`config.mk`:
```
export PLATFORM = sky130hd
export DESIGN_NAME = clock_chip_link_controller
export DESIGN_NICKNAME = d
export VERILOG_FILES = /design/src/clock_chip_link_pkg.sv /design/src/clock_chip_link_controller.sv /design/src/serial_clock_divider.sv
export SDC_FILE = /design/constraint.sdc
export NUM_CORES = 1
export LEC_CHECK = 0
export BUFFER_PORTS_ARGS = -buffer_cell sky130_fd_sc_hd__buf_2
export CORE_AREA = 10 10 107 109
export DETAILED_ROUTE_END_ITERATION = 10
export DIE_AREA = 0 0 117 119
export PLACE_DENSITY = 0.72
export SLEW_MARGIN = 20
export SYNTH_ARGS = -nofsm -noshare
export SYNTH_HDL_FRONTEND = slang
export SYNTH_HIERARCHICAL = 1
export SYNTH_SLANG_ARGS = --single-unit
```
`constraint.sdc`:
```
create_clock -name I_CORE_CLK -period 2.9 [get_ports I_CORE_CLK]
set_clock_uncertainty 0.05 [all_clocks]
set_input_delay 0.145 -clock I_CORE_CLK [delete_from_list [all_inputs] [get_ports I_CORE_CLK]]
set_output_delay 0.145 -clock I_CORE_CLK [all_outputs]
set_load 0.02 [all_outputs]
```
`src/clock_chip_link_pkg.sv`:
```
// constants, field positions and types shared by the clock chip link controller
package clock_chip_link_pkg;

    // bus geometry
    localparam int ADDR_W = 24;
    localparam int DATA_W = 16;

    // register offsets on the plain register port
    localparam logic [ADDR_W-1:0] TRANSFER_CONTROL_ADDR     = 24'h21C000;
    localparam logic [ADDR_W-1:0] SERIAL_CLOCK_DIVISOR_ADDR = 24'h21C002;
    localparam logic [ADDR_W-1:0] OUTGOING_WORD_ADDR        = 24'h21C004;
    localparam logic [ADDR_W-1:0] INCOMING_WORD_ADDR        = 24'h21C006;
    localparam logic [ADDR_W-1:0] CHIP_RESET_PORT_ADDR      = 24'h21C008;

    // field positions (bit 0 is the least significant bit)
    localparam int WRITE_START_BUSY_BIT = 1;
    localparam int READ_START_BUSY_BIT  = 0;
    localparam int CHIP_RESET_LEVEL_BIT = 0;
    localparam int HIGH_BYTE_LSB        = 8;
    localparam int DIVISOR_W            = 8;

    // reset values
    localparam logic [DATA_W-1:0]    TRANSFER_CONTROL_RESET = 16'h0000;
    localparam logic [DIVISOR_W-1:0] DIVISOR_RESET          = 8'h00;
    localparam logic [DATA_W-1:0]    WORD_RESET             = 16'h0000;
    localparam logic [7:0]           BYTE_RESET             = 8'h00;
    localparam logic                 CHIP_RESET_LEVEL_RESET = 1'b0;

    // frame layout
    localparam int         FRAME_BITS    = 16;
    localparam logic [3:0] LAST_BIT_IDX  = 4'hF;
    localparam logic [3:0] RX_FIRST_IDX  = 4'h8;

    // timing figures
    localparam int CORE_CLK_PERIOD_NS = 40;
    localparam int CORE_CLK_HZ        = 1_000_000_000 / CORE_CLK_PERIOD_NS;
    localparam int LINE_RATE_MIN_BPS  = 105468;
    localparam int LINE_RATE_MAX_BPS  = 27000000;

    // link sequencer states
    typedef enum logic {
        ST_IDLE,
        ST_SHIFT
    } link_state_t;

endpackage

```
`src/clock_chip_link_controller.sv`:
```
// register file and serial sequencer for the external clock chip link
`timescale 1ns/1ps
`default_nettype none
module clock_chip_link_controller (
    // clock and reset
    input  wire logic                                I_CORE_CLK,
    input  wire logic                                I_RST_N,
    // register port
    input  wire logic [clock_chip_link_pkg::ADDR_W-1:0] I_ADDR,
    input  wire logic [clock_chip_link_pkg::DATA_W-1:0] I_WDATA,
    input  wire logic                                I_WR_STB,
    input  wire logic                                I_RD_STB,
    output logic      [clock_chip_link_pkg::DATA_W-1:0] O_RDATA,
    // serial link
    output logic                                     O_SERIAL_CLOCK_OUT,
    output logic                                     O_SERIAL_DATA_OUT,
    output logic                                     O_SERIAL_DATA_OE,
    input  wire logic                                I_SERIAL_DATA_IN,
    // chip reset pin
    output logic                                     O_CHIP_RESET_PIN_N
);
    import clock_chip_link_pkg::*;

    // address match used by every decode line
    function automatic logic hit(input logic [ADDR_W-1:0] addr, input logic [ADDR_W-1:0] reg_addr);
        hit = (addr == reg_addr);
    endfunction

    // software visible state
    logic [DIVISOR_W-1:0] divisor_ff;        // serial clock divisor
    logic [DATA_W-1:0]    outgoing_word_ff;  // data byte high, target low
    logic [7:0]           fetch_target_ff;   // target sent on reads
    logic [7:0]           incoming_byte_ff;  // last byte received
    logic                 chip_reset_level_ff; // level for the reset pin
    logic                 write_busy_ff;     // write frame in progress
    logic                 read_busy_ff;      // read frame in progress
    logic [DATA_W-1:0]    rdata_ff;          // read answer, one cycle late

    // sequencer state
    link_state_t          state_ff;          // idle or shifting
    link_state_t          nxt_state;
    logic [DATA_W-1:0]    tx_shift_ff;       // transmit shift register
    logic [DATA_W-1:0]    nxt_tx_shift;
    logic [7:0]           rx_shift_ff;       // receive shift register
    logic [7:0]           nxt_rx_shift;
    logic [3:0]           bit_idx_ff;        // bit now on the wire
    logic [3:0]           nxt_bit_idx;
    logic                 sclk_ff;           // serial clock level
    logic                 nxt_sclk;
    logic                 sdo_ff;            // data pin output level
    logic                 nxt_sdo;
    logic                 sdo_oe_ff;         // data pin drive enable
    logic                 nxt_sdo_oe;
    logic                 frame_done;        // last falling tick of a frame
    logic                 pin_reset_n_ff;    // registered copy for the pin

    // input synchroniser for the data pin
    logic                 sdi_s1_ff;         // first stage, read by stage two only
    logic                 sdi_s2_ff;
    logic                 sdi_s3_ff;
    logic                 sdi_filt_ff;       // accepted pin level

    // divider pacing
    logic                 half_tick;         // end of a serial clock half period

    // bus decode
    wire                  wr_ctrl   = I_WR_STB && hit(I_ADDR, TRANSFER_CONTROL_ADDR);
    wire                  wr_div    = I_WR_STB && hit(I_ADDR, SERIAL_CLOCK_DIVISOR_ADDR);
    wire                  wr_out    = I_WR_STB && hit(I_ADDR, OUTGOING_WORD_ADDR);
    wire                  wr_in     = I_WR_STB && hit(I_ADDR, INCOMING_WORD_ADDR);
    wire                  wr_rst    = I_WR_STB && hit(I_ADDR, CHIP_RESET_PORT_ADDR);
    wire                  link_idle = (state_ff == ST_IDLE);

    // only a written 1 starts anything; a 0 is harmless, and starts while busy are dropped
    wire                  start_write = wr_ctrl && I_WDATA[WRITE_START_BUSY_BIT] && link_idle;
    // write start wins when both bits arrive together
    wire                  start_read  = wr_ctrl && I_WDATA[READ_START_BUSY_BIT]
                                        && !I_WDATA[WRITE_START_BUSY_BIT] && link_idle;
    wire                  receiving   = read_busy_ff && (bit_idx_ff >= RX_FIRST_IDX);
    wire                  last_bit    = (bit_idx_ff == LAST_BIT_IDX);
    wire [3:0]            bit_idx_inc = bit_idx_ff + 4'h1;

    // read data selection
    wire [DATA_W-1:0]     ctrl_view   = {14'h0000, write_busy_ff, read_busy_ff};
    wire [DATA_W-1:0]     div_view    = {8'h00, divisor_ff};
    wire [DATA_W-1:0]     in_view     = {incoming_byte_ff, fetch_target_ff};
    wire [DATA_W-1:0]     rst_view    = {15'h0000, chip_reset_level_ff};
    wire [DATA_W-1:0]     read_mux    =
        hit(I_ADDR, TRANSFER_CONTROL_ADDR)     ? ctrl_view :
        hit(I_ADDR, SERIAL_CLOCK_DIVISOR_ADDR) ? div_view :
        hit(I_ADDR, OUTGOING_WORD_ADDR)        ? outgoing_word_ff :
        hit(I_ADDR, INCOMING_WORD_ADDR)        ? in_view :
        hit(I_ADDR, CHIP_RESET_PORT_ADDR)      ? rst_view : WORD_RESET;

    // divider is live on the register; software keeps it steady during frames
    serial_clock_divider #(
        .DIV_W     (DIVISOR_W)
    ) u_divider (
        .i_clk     (I_CORE_CLK),
        .i_rst_n   (I_RST_N),
        .i_run     (state_ff == ST_SHIFT),
        .i_divisor (divisor_ff),
        .o_tick    (half_tick)
    );

    // three stage synchroniser; a level is accepted once stages two and three agree
    always_ff @(posedge I_CORE_CLK or negedge I_RST_N) begin
        if (!I_RST_N) begin
            sdi_s1_ff   <= 1'b0;
            sdi_s2_ff   <= 1'b0;
            sdi_s3_ff   <= 1'b0;
            sdi_filt_ff <= 1'b0;
        end else begin
            sdi_s1_ff <= I_SERIAL_DATA_IN;
            sdi_s2_ff <= sdi_s1_ff;
            sdi_s3_ff <= sdi_s2_ff;
            if (sdi_s2_ff == sdi_s3_ff) begin
                sdi_filt_ff <= sdi_s3_ff;
            end
        end
    end

    // sequencer next state
    // each bit: clock low half, then high half; the bit advances on the falling tick.
    // sampling at the falling tick leaves the synchroniser a full serial clock period to settle,
    // which at divisors 0 and 1 is too short; slow rates are the safe choice for reads.
    always_comb begin
        nxt_state    = state_ff;
        nxt_tx_shift = tx_shift_ff;
        nxt_rx_shift = rx_shift_ff;
        nxt_bit_idx  = bit_idx_ff;
        nxt_sclk     = sclk_ff;
        nxt_sdo      = sdo_ff;
        nxt_sdo_oe   = sdo_oe_ff;
        frame_done   = 1'b0;
        case (state_ff)
            ST_IDLE: begin
                nxt_sclk   = 1'b0;
                nxt_sdo_oe = 1'b0;
                if (start_write) begin
                    // whole outgoing word goes out, top bit first
                    nxt_tx_shift = outgoing_word_ff;
                    nxt_sdo      = outgoing_word_ff[DATA_W-1];
                    nxt_sdo_oe   = 1'b1;
                    nxt_bit_idx  = 4'h0;
                    nxt_state    = ST_SHIFT;
                end else if (start_read) begin
                    // target occupies the first eight bits of the frame
                    nxt_tx_shift = {fetch_target_ff, BYTE_RESET};
                    nxt_sdo      = fetch_target_ff[7];
                    nxt_sdo_oe   = 1'b1;
                    nxt_bit_idx  = 4'h0;
                    nxt_state    = ST_SHIFT;
                end
            end
            ST_SHIFT: begin
                if (half_tick && !sclk_ff) begin
                    // rising edge of the serial clock
                    nxt_sclk = 1'b1;
                end else if (half_tick) begin
                    // falling edge: take a returned bit, then move on
                    nxt_sclk = 1'b0;
                    if (receiving) begin
                        nxt_rx_shift = {rx_shift_ff[6:0], sdi_filt_ff};
                    end
                    if (last_bit) begin
                        // sixteen bits done; clock parks low and pin is released
                        frame_done = 1'b1;
                        nxt_sdo_oe = 1'b0;
                        nxt_state  = ST_IDLE;
                    end else begin
                        nxt_tx_shift = {tx_shift_ff[DATA_W-2:0], 1'b0};
                        nxt_sdo      = tx_shift_ff[DATA_W-2];
                        nxt_bit_idx  = bit_idx_inc;
                        // read frames let go of the pin after the target byte
                        nxt_sdo_oe   = !(read_busy_ff && (bit_idx_inc >= RX_FIRST_IDX));
                    end
                end
            end
            default: begin
                nxt_state  = ST_IDLE;
                nxt_sclk   = 1'b0;
                nxt_sdo_oe = 1'b0;
            end
        endcase
    end

    // sequencer registers
    always_ff @(posedge I_CORE_CLK or negedge I_RST_N) begin
        if (!I_RST_N) begin
            state_ff    <= ST_IDLE;
            tx_shift_ff <= WORD_RESET;
            rx_shift_ff <= BYTE_RESET;
            bit_idx_ff  <= 4'h0;
            sclk_ff     <= 1'b0;
            sdo_ff      <= 1'b0;
            sdo_oe_ff   <= 1'b0;
        end else begin
            state_ff    <= nxt_state;
            tx_shift_ff <= nxt_tx_shift;
            rx_shift_ff <= nxt_rx_shift;
            bit_idx_ff  <= nxt_bit_idx;
            sclk_ff     <= nxt_sclk;
            sdo_ff      <= nxt_sdo;
            sdo_oe_ff   <= nxt_sdo_oe;
        end
    end

    // busy flags: set by a start, cleared by the end of the frame
    // a start is refused while busy, so set and clear never meet
    always_ff @(posedge I_CORE_CLK or negedge I_RST_N) begin
        if (!I_RST_N) begin
            write_busy_ff <= TRANSFER_CONTROL_RESET[WRITE_START_BUSY_BIT];
            read_busy_ff  <= TRANSFER_CONTROL_RESET[READ_START_BUSY_BIT];
        end else begin
            write_busy_ff <= start_write || (write_busy_ff && !frame_done);
            read_busy_ff  <= start_read  || (read_busy_ff  && !frame_done);
        end
    end

    // divisor and reset port registers
    always_ff @(posedge I_CORE_CLK or negedge I_RST_N) begin
        if (!I_RST_N) begin
            divisor_ff          <= DIVISOR_RESET;
            chip_reset_level_ff <= CHIP_RESET_LEVEL_RESET;
        end else begin
            if (wr_div) begin
                divisor_ff <= I_WDATA[DIVISOR_W-1:0];
            end
            if (wr_rst) begin
                chip_reset_level_ff <= I_WDATA[CHIP_RESET_LEVEL_BIT];
            end
        end
    end

    // data registers; the hardware leaves their content undefined, we clear them anyway
    always_ff @(posedge I_CORE_CLK or negedge I_RST_N) begin
        if (!I_RST_N) begin
            outgoing_word_ff <= WORD_RESET;
            fetch_target_ff  <= BYTE_RESET;
        end else begin
            if (wr_out) begin
                outgoing_word_ff <= I_WDATA;
            end
            if (wr_in) begin
                // only the target half takes bus writes
                fetch_target_ff <= I_WDATA[7:0];
            end
        end
    end

    // received byte lands only at the end of a read frame
    always_ff @(posedge I_CORE_CLK or negedge I_RST_N) begin
        if (!I_RST_N) begin
            incoming_byte_ff <= BYTE_RESET;
        end else if (frame_done && read_busy_ff) begin
            incoming_byte_ff <= nxt_rx_shift;
        end
    end

    // read answer valid only in the cycle after the strobe, zero otherwise
    always_ff @(posedge I_CORE_CLK or negedge I_RST_N) begin
        if (!I_RST_N) begin
            rdata_ff <= WORD_RESET;
        end else begin
            rdata_ff <= I_RD_STB ? read_mux : WORD_RESET;
        end
    end

    // reset pin driven from the software port alone, never from the sequencer
    always_ff @(posedge I_CORE_CLK or negedge I_RST_N) begin
        if (!I_RST_N) begin
            pin_reset_n_ff <= CHIP_RESET_LEVEL_RESET;
        end else begin
            pin_reset_n_ff <= chip_reset_level_ff;
        end
    end

    // outputs straight from flip-flops
    assign O_RDATA            = rdata_ff;
    assign O_SERIAL_CLOCK_OUT = sclk_ff;
    assign O_SERIAL_DATA_OUT  = sdo_ff;
    assign O_SERIAL_DATA_OE   = sdo_oe_ff;
    assign O_CHIP_RESET_PIN_N = pin_reset_n_ff;

    // helper counters watched only by the checks below
    logic [4:0] rise_cnt_ff;   // serial clock rises in the current frame
    logic [8:0] half_cnt_ff;   // cycles since the last clock change or start
    always_ff @(posedge I_CORE_CLK or negedge I_RST_N) begin
        if (!I_RST_N) begin
            rise_cnt_ff <= 5'h00;
            half_cnt_ff <= 9'h000;
        end else begin
            rise_cnt_ff <= (start_write || start_read) ? 5'h00 :
                           (nxt_sclk && !sclk_ff) ? rise_cnt_ff + 5'h01 : rise_cnt_ff;
            half_cnt_ff <= (start_write || start_read || (nxt_sclk != sclk_ff)) ? 9'h000 :
                           half_cnt_ff + 9'h001;
        end
    end
endmodule
`default_nettype wire

```
`src/serial_clock_divider.sv`:
```
// tick generator that paces each half period of the serial clock
`timescale 1ns/1ps
`default_nettype none
module serial_clock_divider #(
    parameter int DIV_W = 8
) (
    // clock and reset
    input  wire logic             i_clk,
    input  wire logic             i_rst_n,
    // control
    input  wire logic             i_run,
    input  wire logic [DIV_W-1:0] i_divisor,
    // pacing
    output logic                  o_tick
);

    logic [DIV_W-1:0] count_ff;     // cycles spent in the current half period
    logic [DIV_W-1:0] nxt_count;    // next count value
    logic             nxt_tick;     // half period ends this cycle

    // a tick every divisor+1 cycles; two ticks make one serial clock period
    assign nxt_tick  = i_run && (count_ff == i_divisor);
    assign nxt_count = (!i_run || nxt_tick) ? '0 : count_ff + 1'b1;

    // counter held at zero while idle so every frame starts phase aligned
    always_ff @(posedge i_clk or negedge i_rst_n) begin
        if (!i_rst_n) begin
            count_ff <= '0;
        end else begin
            count_ff <= nxt_count;
        end
    end

    // combinational tick, consumed by the sequencer on the same edge
    assign o_tick = nxt_tick;

endmodule
`default_nettype wire

```
==> results of run 1 <==
-- critical path: stages, from the launching register on --
cell and delay, ns:
dfrtp_1 0.44, xor2_2 0.20, nor4_2 0.36, and3_1 0.29, and3_1 0.27, and3_2 0.34, mux2_2 0.37, mux2_2 0.27
-- state kept, by name, indices dropped and copies added (netlist names), 4 cells and up --
signal              count
O_RDATA                16
outgoing_word_ff       16
tx_shift_ff            15
divisor_ff              8
fetch_target_ff         8
incoming_byte_ff        8
rx_shift_ff             8
u_divider/count_ff      8
bit_idx_ff              4
-- cells in the final DEF, fill, tap and decap left out, drive strengths merged, types with 5 or more instances in the layout --
cell type	instances
a211oi	7
a21boi	6
a21oi	14
a221oi	10
a22oi	5
and3	12
buf	72
clkbuf	10
dfrtp	103
dlygate4sd3	16
inv	16
mux2	50
mux2i	16
nand2	13
nand3	9
nand4	5
nor2	28
nor3	7
nor4	12
o21ai	6
xor2	11
-- power by group through the flow --
| stage | Combinational, mW | Clock (mW) | Sequential [mW] |
|---|---|---|---|
| floorplan | 0.0357 | 0 | 1.47 |
| global placement | 0.111 | 0 | 1.47 |
| detailed placement | 0.114 | 0 | 1.47 |
| CTS | 0.131 | 0.923 | 1.44 |
| global route | 0.141 | 0.975 | 1.44 |
| finish | 0.128 | 0.911 | 1.44 |
-- metal layers --
| metal | GRT usage (%) | routed length, µm | vias up |
|---|---|---|---|
| li1 | - | - | 1556 |
| met5 | 0 | 0 | - |
| met1 | 20.2 | 4710 | 1717 |
| met4 | 6.41 | 179 | 0 |
| met2 | 27.3 | 5680 | 73 |
| met3 | 2.56 | 378 | 14 |
-- kinds of logic after synthesis --
kind of cell	synth area share, %
flip-flops	53.8
AND/OR/NAND/NOR	14.0
multiplexers	16.8
AO/OA/AOI/OAI	9.10
buffers and inverters	2.56
XOR/XNOR	2.69
adder cells (fa/ha/maj)	0.993
-- final timing paths --
path                                                   end  slack (ns)  cells after the start                      start
hold / removal             outgoing_word_ff[5]$_DFFE_PN0P_        0.02                      2                 I_WDATA[5]
hold reg to reg                        sdi_s2_ff$_DFF_PN0_        0.32                      0        sdi_s1_ff$_DFF_PN0_
max in group asynchronous        divisor_ff[6]$_DFFE_PN0P_        1.76                      3                    I_RST_N
min in group asynchronous             O_RDATA[1]$_DFF_PN0_        0.33                      2                    I_RST_N
setup / recovery           incoming_byte_ff[2]$_DFFE_PN0P_        0.21                      7  divisor_ff[7]$_DFFE_PN0P_
setup reg to reg           incoming_byte_ff[2]$_DFFE_PN0P_        0.21                      7  divisor_ff[7]$_DFFE_PN0P_
-- final cells by class --
type                       count  area (µm²)  area share, %
clock inverter                 6        62.6           1.12
multi-input combinational    247        2090           37.2
tap                          114         143           2.54
inverter                      12        45.0          0.803
timing repair buffer          88         556           9.90
sequential                   103        2580           46.0
clock buffer                  10         138           2.45
-- timing repair --
| action | 4_1_cts | 5_1_grt |
|---|---|---|
| resized for setup | 0 | 1 |
| hold buffers | 16 | 0 |
| endpoints found under the setup margin | 0 | 8 |
| hold endpoints to repair | 78 | 0 |
==> flow_summary.yaml, run 1 <==
run_status:
  run_status: "finished, final reports clean"
drt:
  routed_wirelength_um: 11000
  vias: 3360
  route.detailed.drc: 0
  wl_per_cell_um: 18.9
  viasPerCell: 5.79
  postRouteAntennaNets: 0
  drtPass1Iterations: 4
  drtIter0Drc: 153
finish:
  fin_cells: 580
  num-fill-cells: 764
  stdcell_area_mm2: 0.00561
  area_delta_synth_final_pct: 17.2
  utilization_pct: 59.3
  diodes: 0
  drive_above_1_share_pct: 35.0
  layout.nets: 509
power_and_ir_drop:
  p_switching_mw: 0.627
  p_comb_share_pct: 5.2
  p_leak_nw: 2.78
  intPower_mw: 1.85
  clkPwrFrac_pct: 36.7
  swShare_pct: 25.3
  ir_worst_vdd_v: 0.000257
  power_frac_seq_pct: 58.1
  finalPower_mw: 2.48
  powerDensity_mw_per_mm2: 442
yosys:
  syn_area_per_cell_um2: 12.8
  synth-edff-count: 0
  syn_area_mm2: 0.00479
  synthesis.nets: 423
  async_flop_share_pct: 100
  netlist_top_cells_count: "103 x dfrtp_1, 40 x mux2_2, 27 x nor2_1"
  synthCells: 375
  ys_types: 53
  synth_area_leaders: "dfrtp_1 54%, mux2_2 9.4%, mux2i_1 3.3%"
  synth_top_cell_by_area: "dfrtp_1"
  synth.most_common_cell: "dfrtp_1"
  synth_seq_cells: 103
  yosysTopAreaCellShare_pct: 53.8
  synth_warnings: 6
  seq_area_frac_synth_pct: 53.8
  synth-main-ff-cell: "dfrtp_1"
timing:
  setup_viol: 0
  worst_slew_pin_slew_ns: 0.833
  max_slew_margin_pct: 44.5
  period_share_pct: 92.6
  whs_ns: 0.0170
  fmax_mhz: 372
  fin_tns_setup_ns: 0
  fin_crit_ns: 2.69
  worst_slack_ns: 0.215
  rsz0062_at_grt: "no"
  drv_slew: 0
  hold_viol: 0
die:
  start_util_pct: 50.6
  die_y_um: 119
  num_io_pins: 65
  fp.dieW_um: 117
  design.core.area_mm2: 0.00946
  dieArea_mm2: 0.0139
  num_rows: 36
clock_tree:
  cts_tree: "yes"
  cts_setup_buffers: 0
  cts_root_buffer: "clkbuf_8"
  cts_max_level: 3
  clk_latency_ns: 0.38
  cts_buffers: 9
  clk_pin_slew_ns: 0.10
  cts_buffer_depth: 2
  clock-sinks: 103
place:
  placed_area_mm2: 0.00525
  dpl_worst_slack_ns: 0.110
  placed_cells: 548
  gp_routability_congestion: 0.830
  dp_hpwl_um: 8010
  portBuffers: 64
grt:
  grt_max_degree: 60
  grt_first_pass_wirelength_um: 18100
  antenna_found_initial: 0
  grt_pass1_vias: 3603
  overflow: 0
  track_usage_pct: 16.2
setup_path:
  crit_arrival_ns: 2.90
  cp-start-kind: "flop"
  path_class: "flop to flop"
  crit_fanout: 8
  worstPathRequired_ns: 3.11
  crit_path_end_kind: "flop"
job:
  maxCapViolations: 0
min_path:
  hp-class: "primary input to flop"
Note: power is estimated with default switching activity, not from simulation.
==> run 2: changes to the inputs <==
--- a/config.mk
+++ b/config.mk
@@ -6,10 +6,11 @@
 export NUM_CORES = 1
 export LEC_CHECK = 0
 export BUFFER_PORTS_ARGS = -buffer_cell sky130_fd_sc_hd__buf_2
-export CORE_AREA = 10 10 107 109
+export CORE_AREA = 10 10 109 111
+export CTS_BUF_LIST = sky130_fd_sc_hd__clkbuf_4 sky130_fd_sc_hd__clkbuf_8
 export DETAILED_ROUTE_END_ITERATION = 10
-export DIE_AREA = 0 0 117 119
-export PLACE_DENSITY = 0.72
+export DIE_AREA = 0 0 119 121
+export PLACE_DENSITY = 0.7
 export SLEW_MARGIN = 20
 export SYNTH_ARGS = -nofsm -noshare
 export SYNTH_HDL_FRONTEND = slang
==> run 2 against run 1 <==
Against the previous run:
- worst hold slack got worse by 0.0023 ns
- final cell count grew 2.8%
- global-route usage decreased by 0.90 points
- largest cell class unchanged
==> flow_summary.yaml, run 2 (synthesized netlist as in run 1, its figures left out) <==
run_status:
  run_status: "finished, final reports clean"
die:
  die_y_um: 121
  design.core.area_mm2: 0.00964
  fp.dieW_um: 119
  num_io_pins: 65
  dieArea_mm2: 0.0144
  start_util_pct: 49.7
  num_rows: 36
grt:
  overflow: 0
  grtUsageMet2_pct: 25.3
  grt_first_pass_wirelength_um: 18000
  grtUsageMet1_pct: 19.5
  antenna_found_initial: 0
  met3_usage_pct: 3.77
  grt_pass1_vias: 3476
  grt_max_degree: 62
  track_usage_pct: 15.3
  top_usage_layer: "met2"
clock_tree:
  cts_buffer_depth: 2
  clk_pin_slew_ns: 0.10
  cts_setup_buffers: 0
  clock-sinks: 103
  clk_latency_ns: 0.36
  cts_max_level: 3
  cts_buffers: 9
  cts_root_buffer: "clkbuf_8"
  cts_tree: "yes"
timing:
  drv_slew: 0
  fin_tns_setup_ns: 0
  fmax_mhz: 374
  rsz0062_at_grt: "no"
  period_share_pct: 92.3
  worst_slew_pin_slew_ns: 0.895
  setup_viol: 0
  worst_slack_ns: 0.223
  fin_crit_ns: 2.68
  hold_viol: 0
  max_slew_margin_pct: 40.3
setup_path:
  critPathBufInv: 0
  path_class: "flop to flop"
  crit_cells: 7
  cp-start-kind: "flop"
  crit_path_end_kind: "flop"
  slowest_delay_ns: 0.45
  crit_family: "simple AND/OR/NAND/NOR gates"
  crit_fanout: 8
  worstPathRequired_ns: 3.10
  slowest_stage: "dfrtp_1"
  reg2reg_depth: 7
  cp_cell_sequence: "xor2_1 > nor4_2 > and3_1 > and3_1 > and3_2 > mux2_2 > mux2_2"
  crit_arrival_ns: 2.88
drt:
  wl_per_cell_um: 18.3
  drtIter0Drc: 165
  vias: 3313
  postRouteAntennaNets: 0
  routed_wirelength_um: 10900
  drtPass1Iterations: 4
  route.detailed.drc: 0
  viasPerCell: 5.56
power_and_ir_drop:
  p_leak_nw: 2.76
  powerDensity_mw_per_mm2: 443
  ir_worst_vdd_v: 0.000303
finish:
  num-fill-cells: 809
  area_delta_synth_final_pct: 17.0
  diodes: 0
  drive_above_1_share_pct: 35.4
  layout.nets: 506
  final_cell_mix: "103 x dfrtp_1, 63 x buf_2, 40 x mux2_2, 27 x nor2_1, 16 x mux2i_1"
  final_common_cell: "dfrtp_1"
place:
  dp_hpwl_um: 8050
  gp_routability_congestion: 0.823
  dpl_worst_slack_ns: 0.142
  portBuffers: 64
min_path:
  hold_depth: 2
  hp-class: "primary input to flop"
job:
  maxCapViolations: 0
[run 2: where the power goes]
group / internal, mW / leakage (nW) / switching (mW)
sequential: 1.44 / 1.38 / 0.00154
clock: 0.431 / 0.0950 / 0.486
combinational: 0.0498 / 1.29 / 0.0729
total: 1.92 / 2.76 / 0.561
[run 2: per-stage QoR]
step	power (mW)	std cells	util, %	hold WS (ns)	instance area [µm²]
2_1_floorplan	1.50	375	-	-0.201	4790
3_3_place_gp	1.58	568	54.8	0.129	5280
3_5_place_dp	1.58	568	54.8	0.130	5280
4_1_cts	2.50	596	58.1	0.000595	5600
5_1_grt	2.57	596	58.1	0.00149	5600
6_report	2.48	596	58.1	0.0147	5600
[run 2: what timing repair did]
action,CTS,global route
setup endpoints to repair,0,2
hold buffers,12,0
gates resized for setup,0,1
endpoints found under the hold margin,53,0
[run 2: path summary, 6_finish.rpt]
path	start	end	slack (ns)
worst min-delay path	I_WDATA[3]	outgoing_word_ff[3]$_DFFE_PN0P_	0.01
worst max-delay path	u_divider/count_ff[4]$_DFF_PN0_	incoming_byte_ff[7]$_DFFE_PN0P_	0.22
worst max register to register	u_divider/count_ff[4]$_DFF_PN0_	incoming_byte_ff[7]$_DFFE_PN0P_	0.22
max in group asynchronous	I_RST_N	rx_shift_ff[7]$_DFF_PN0_	1.84
worst min register to register	sdi_s1_ff$_DFF_PN0_	sdi_s2_ff$_DFF_PN0_	0.31
min in group asynchronous	I_RST_N	u_divider/count_ff[2]$_DFF_PN0_	0.26
[run 2: area by class of cell]
cell class	instances	area, µm²	area share [%]
sequential	103	2580	46.0
multi-input combinational	247	2090	37.3
timing repair buffer	85	523	9.33
tap	133	166	2.97
clock buffer	11	145	2.59
clock inverter	5	57.6	1.03
inverter	12	45.0	0.804
[run 2: routing by layer]
layer  wire length, µm  up-vias
met5                 0        -
li1                  -     1541
met4                93        0
met2              5470       84
met1              4680     1682
met3               645        6
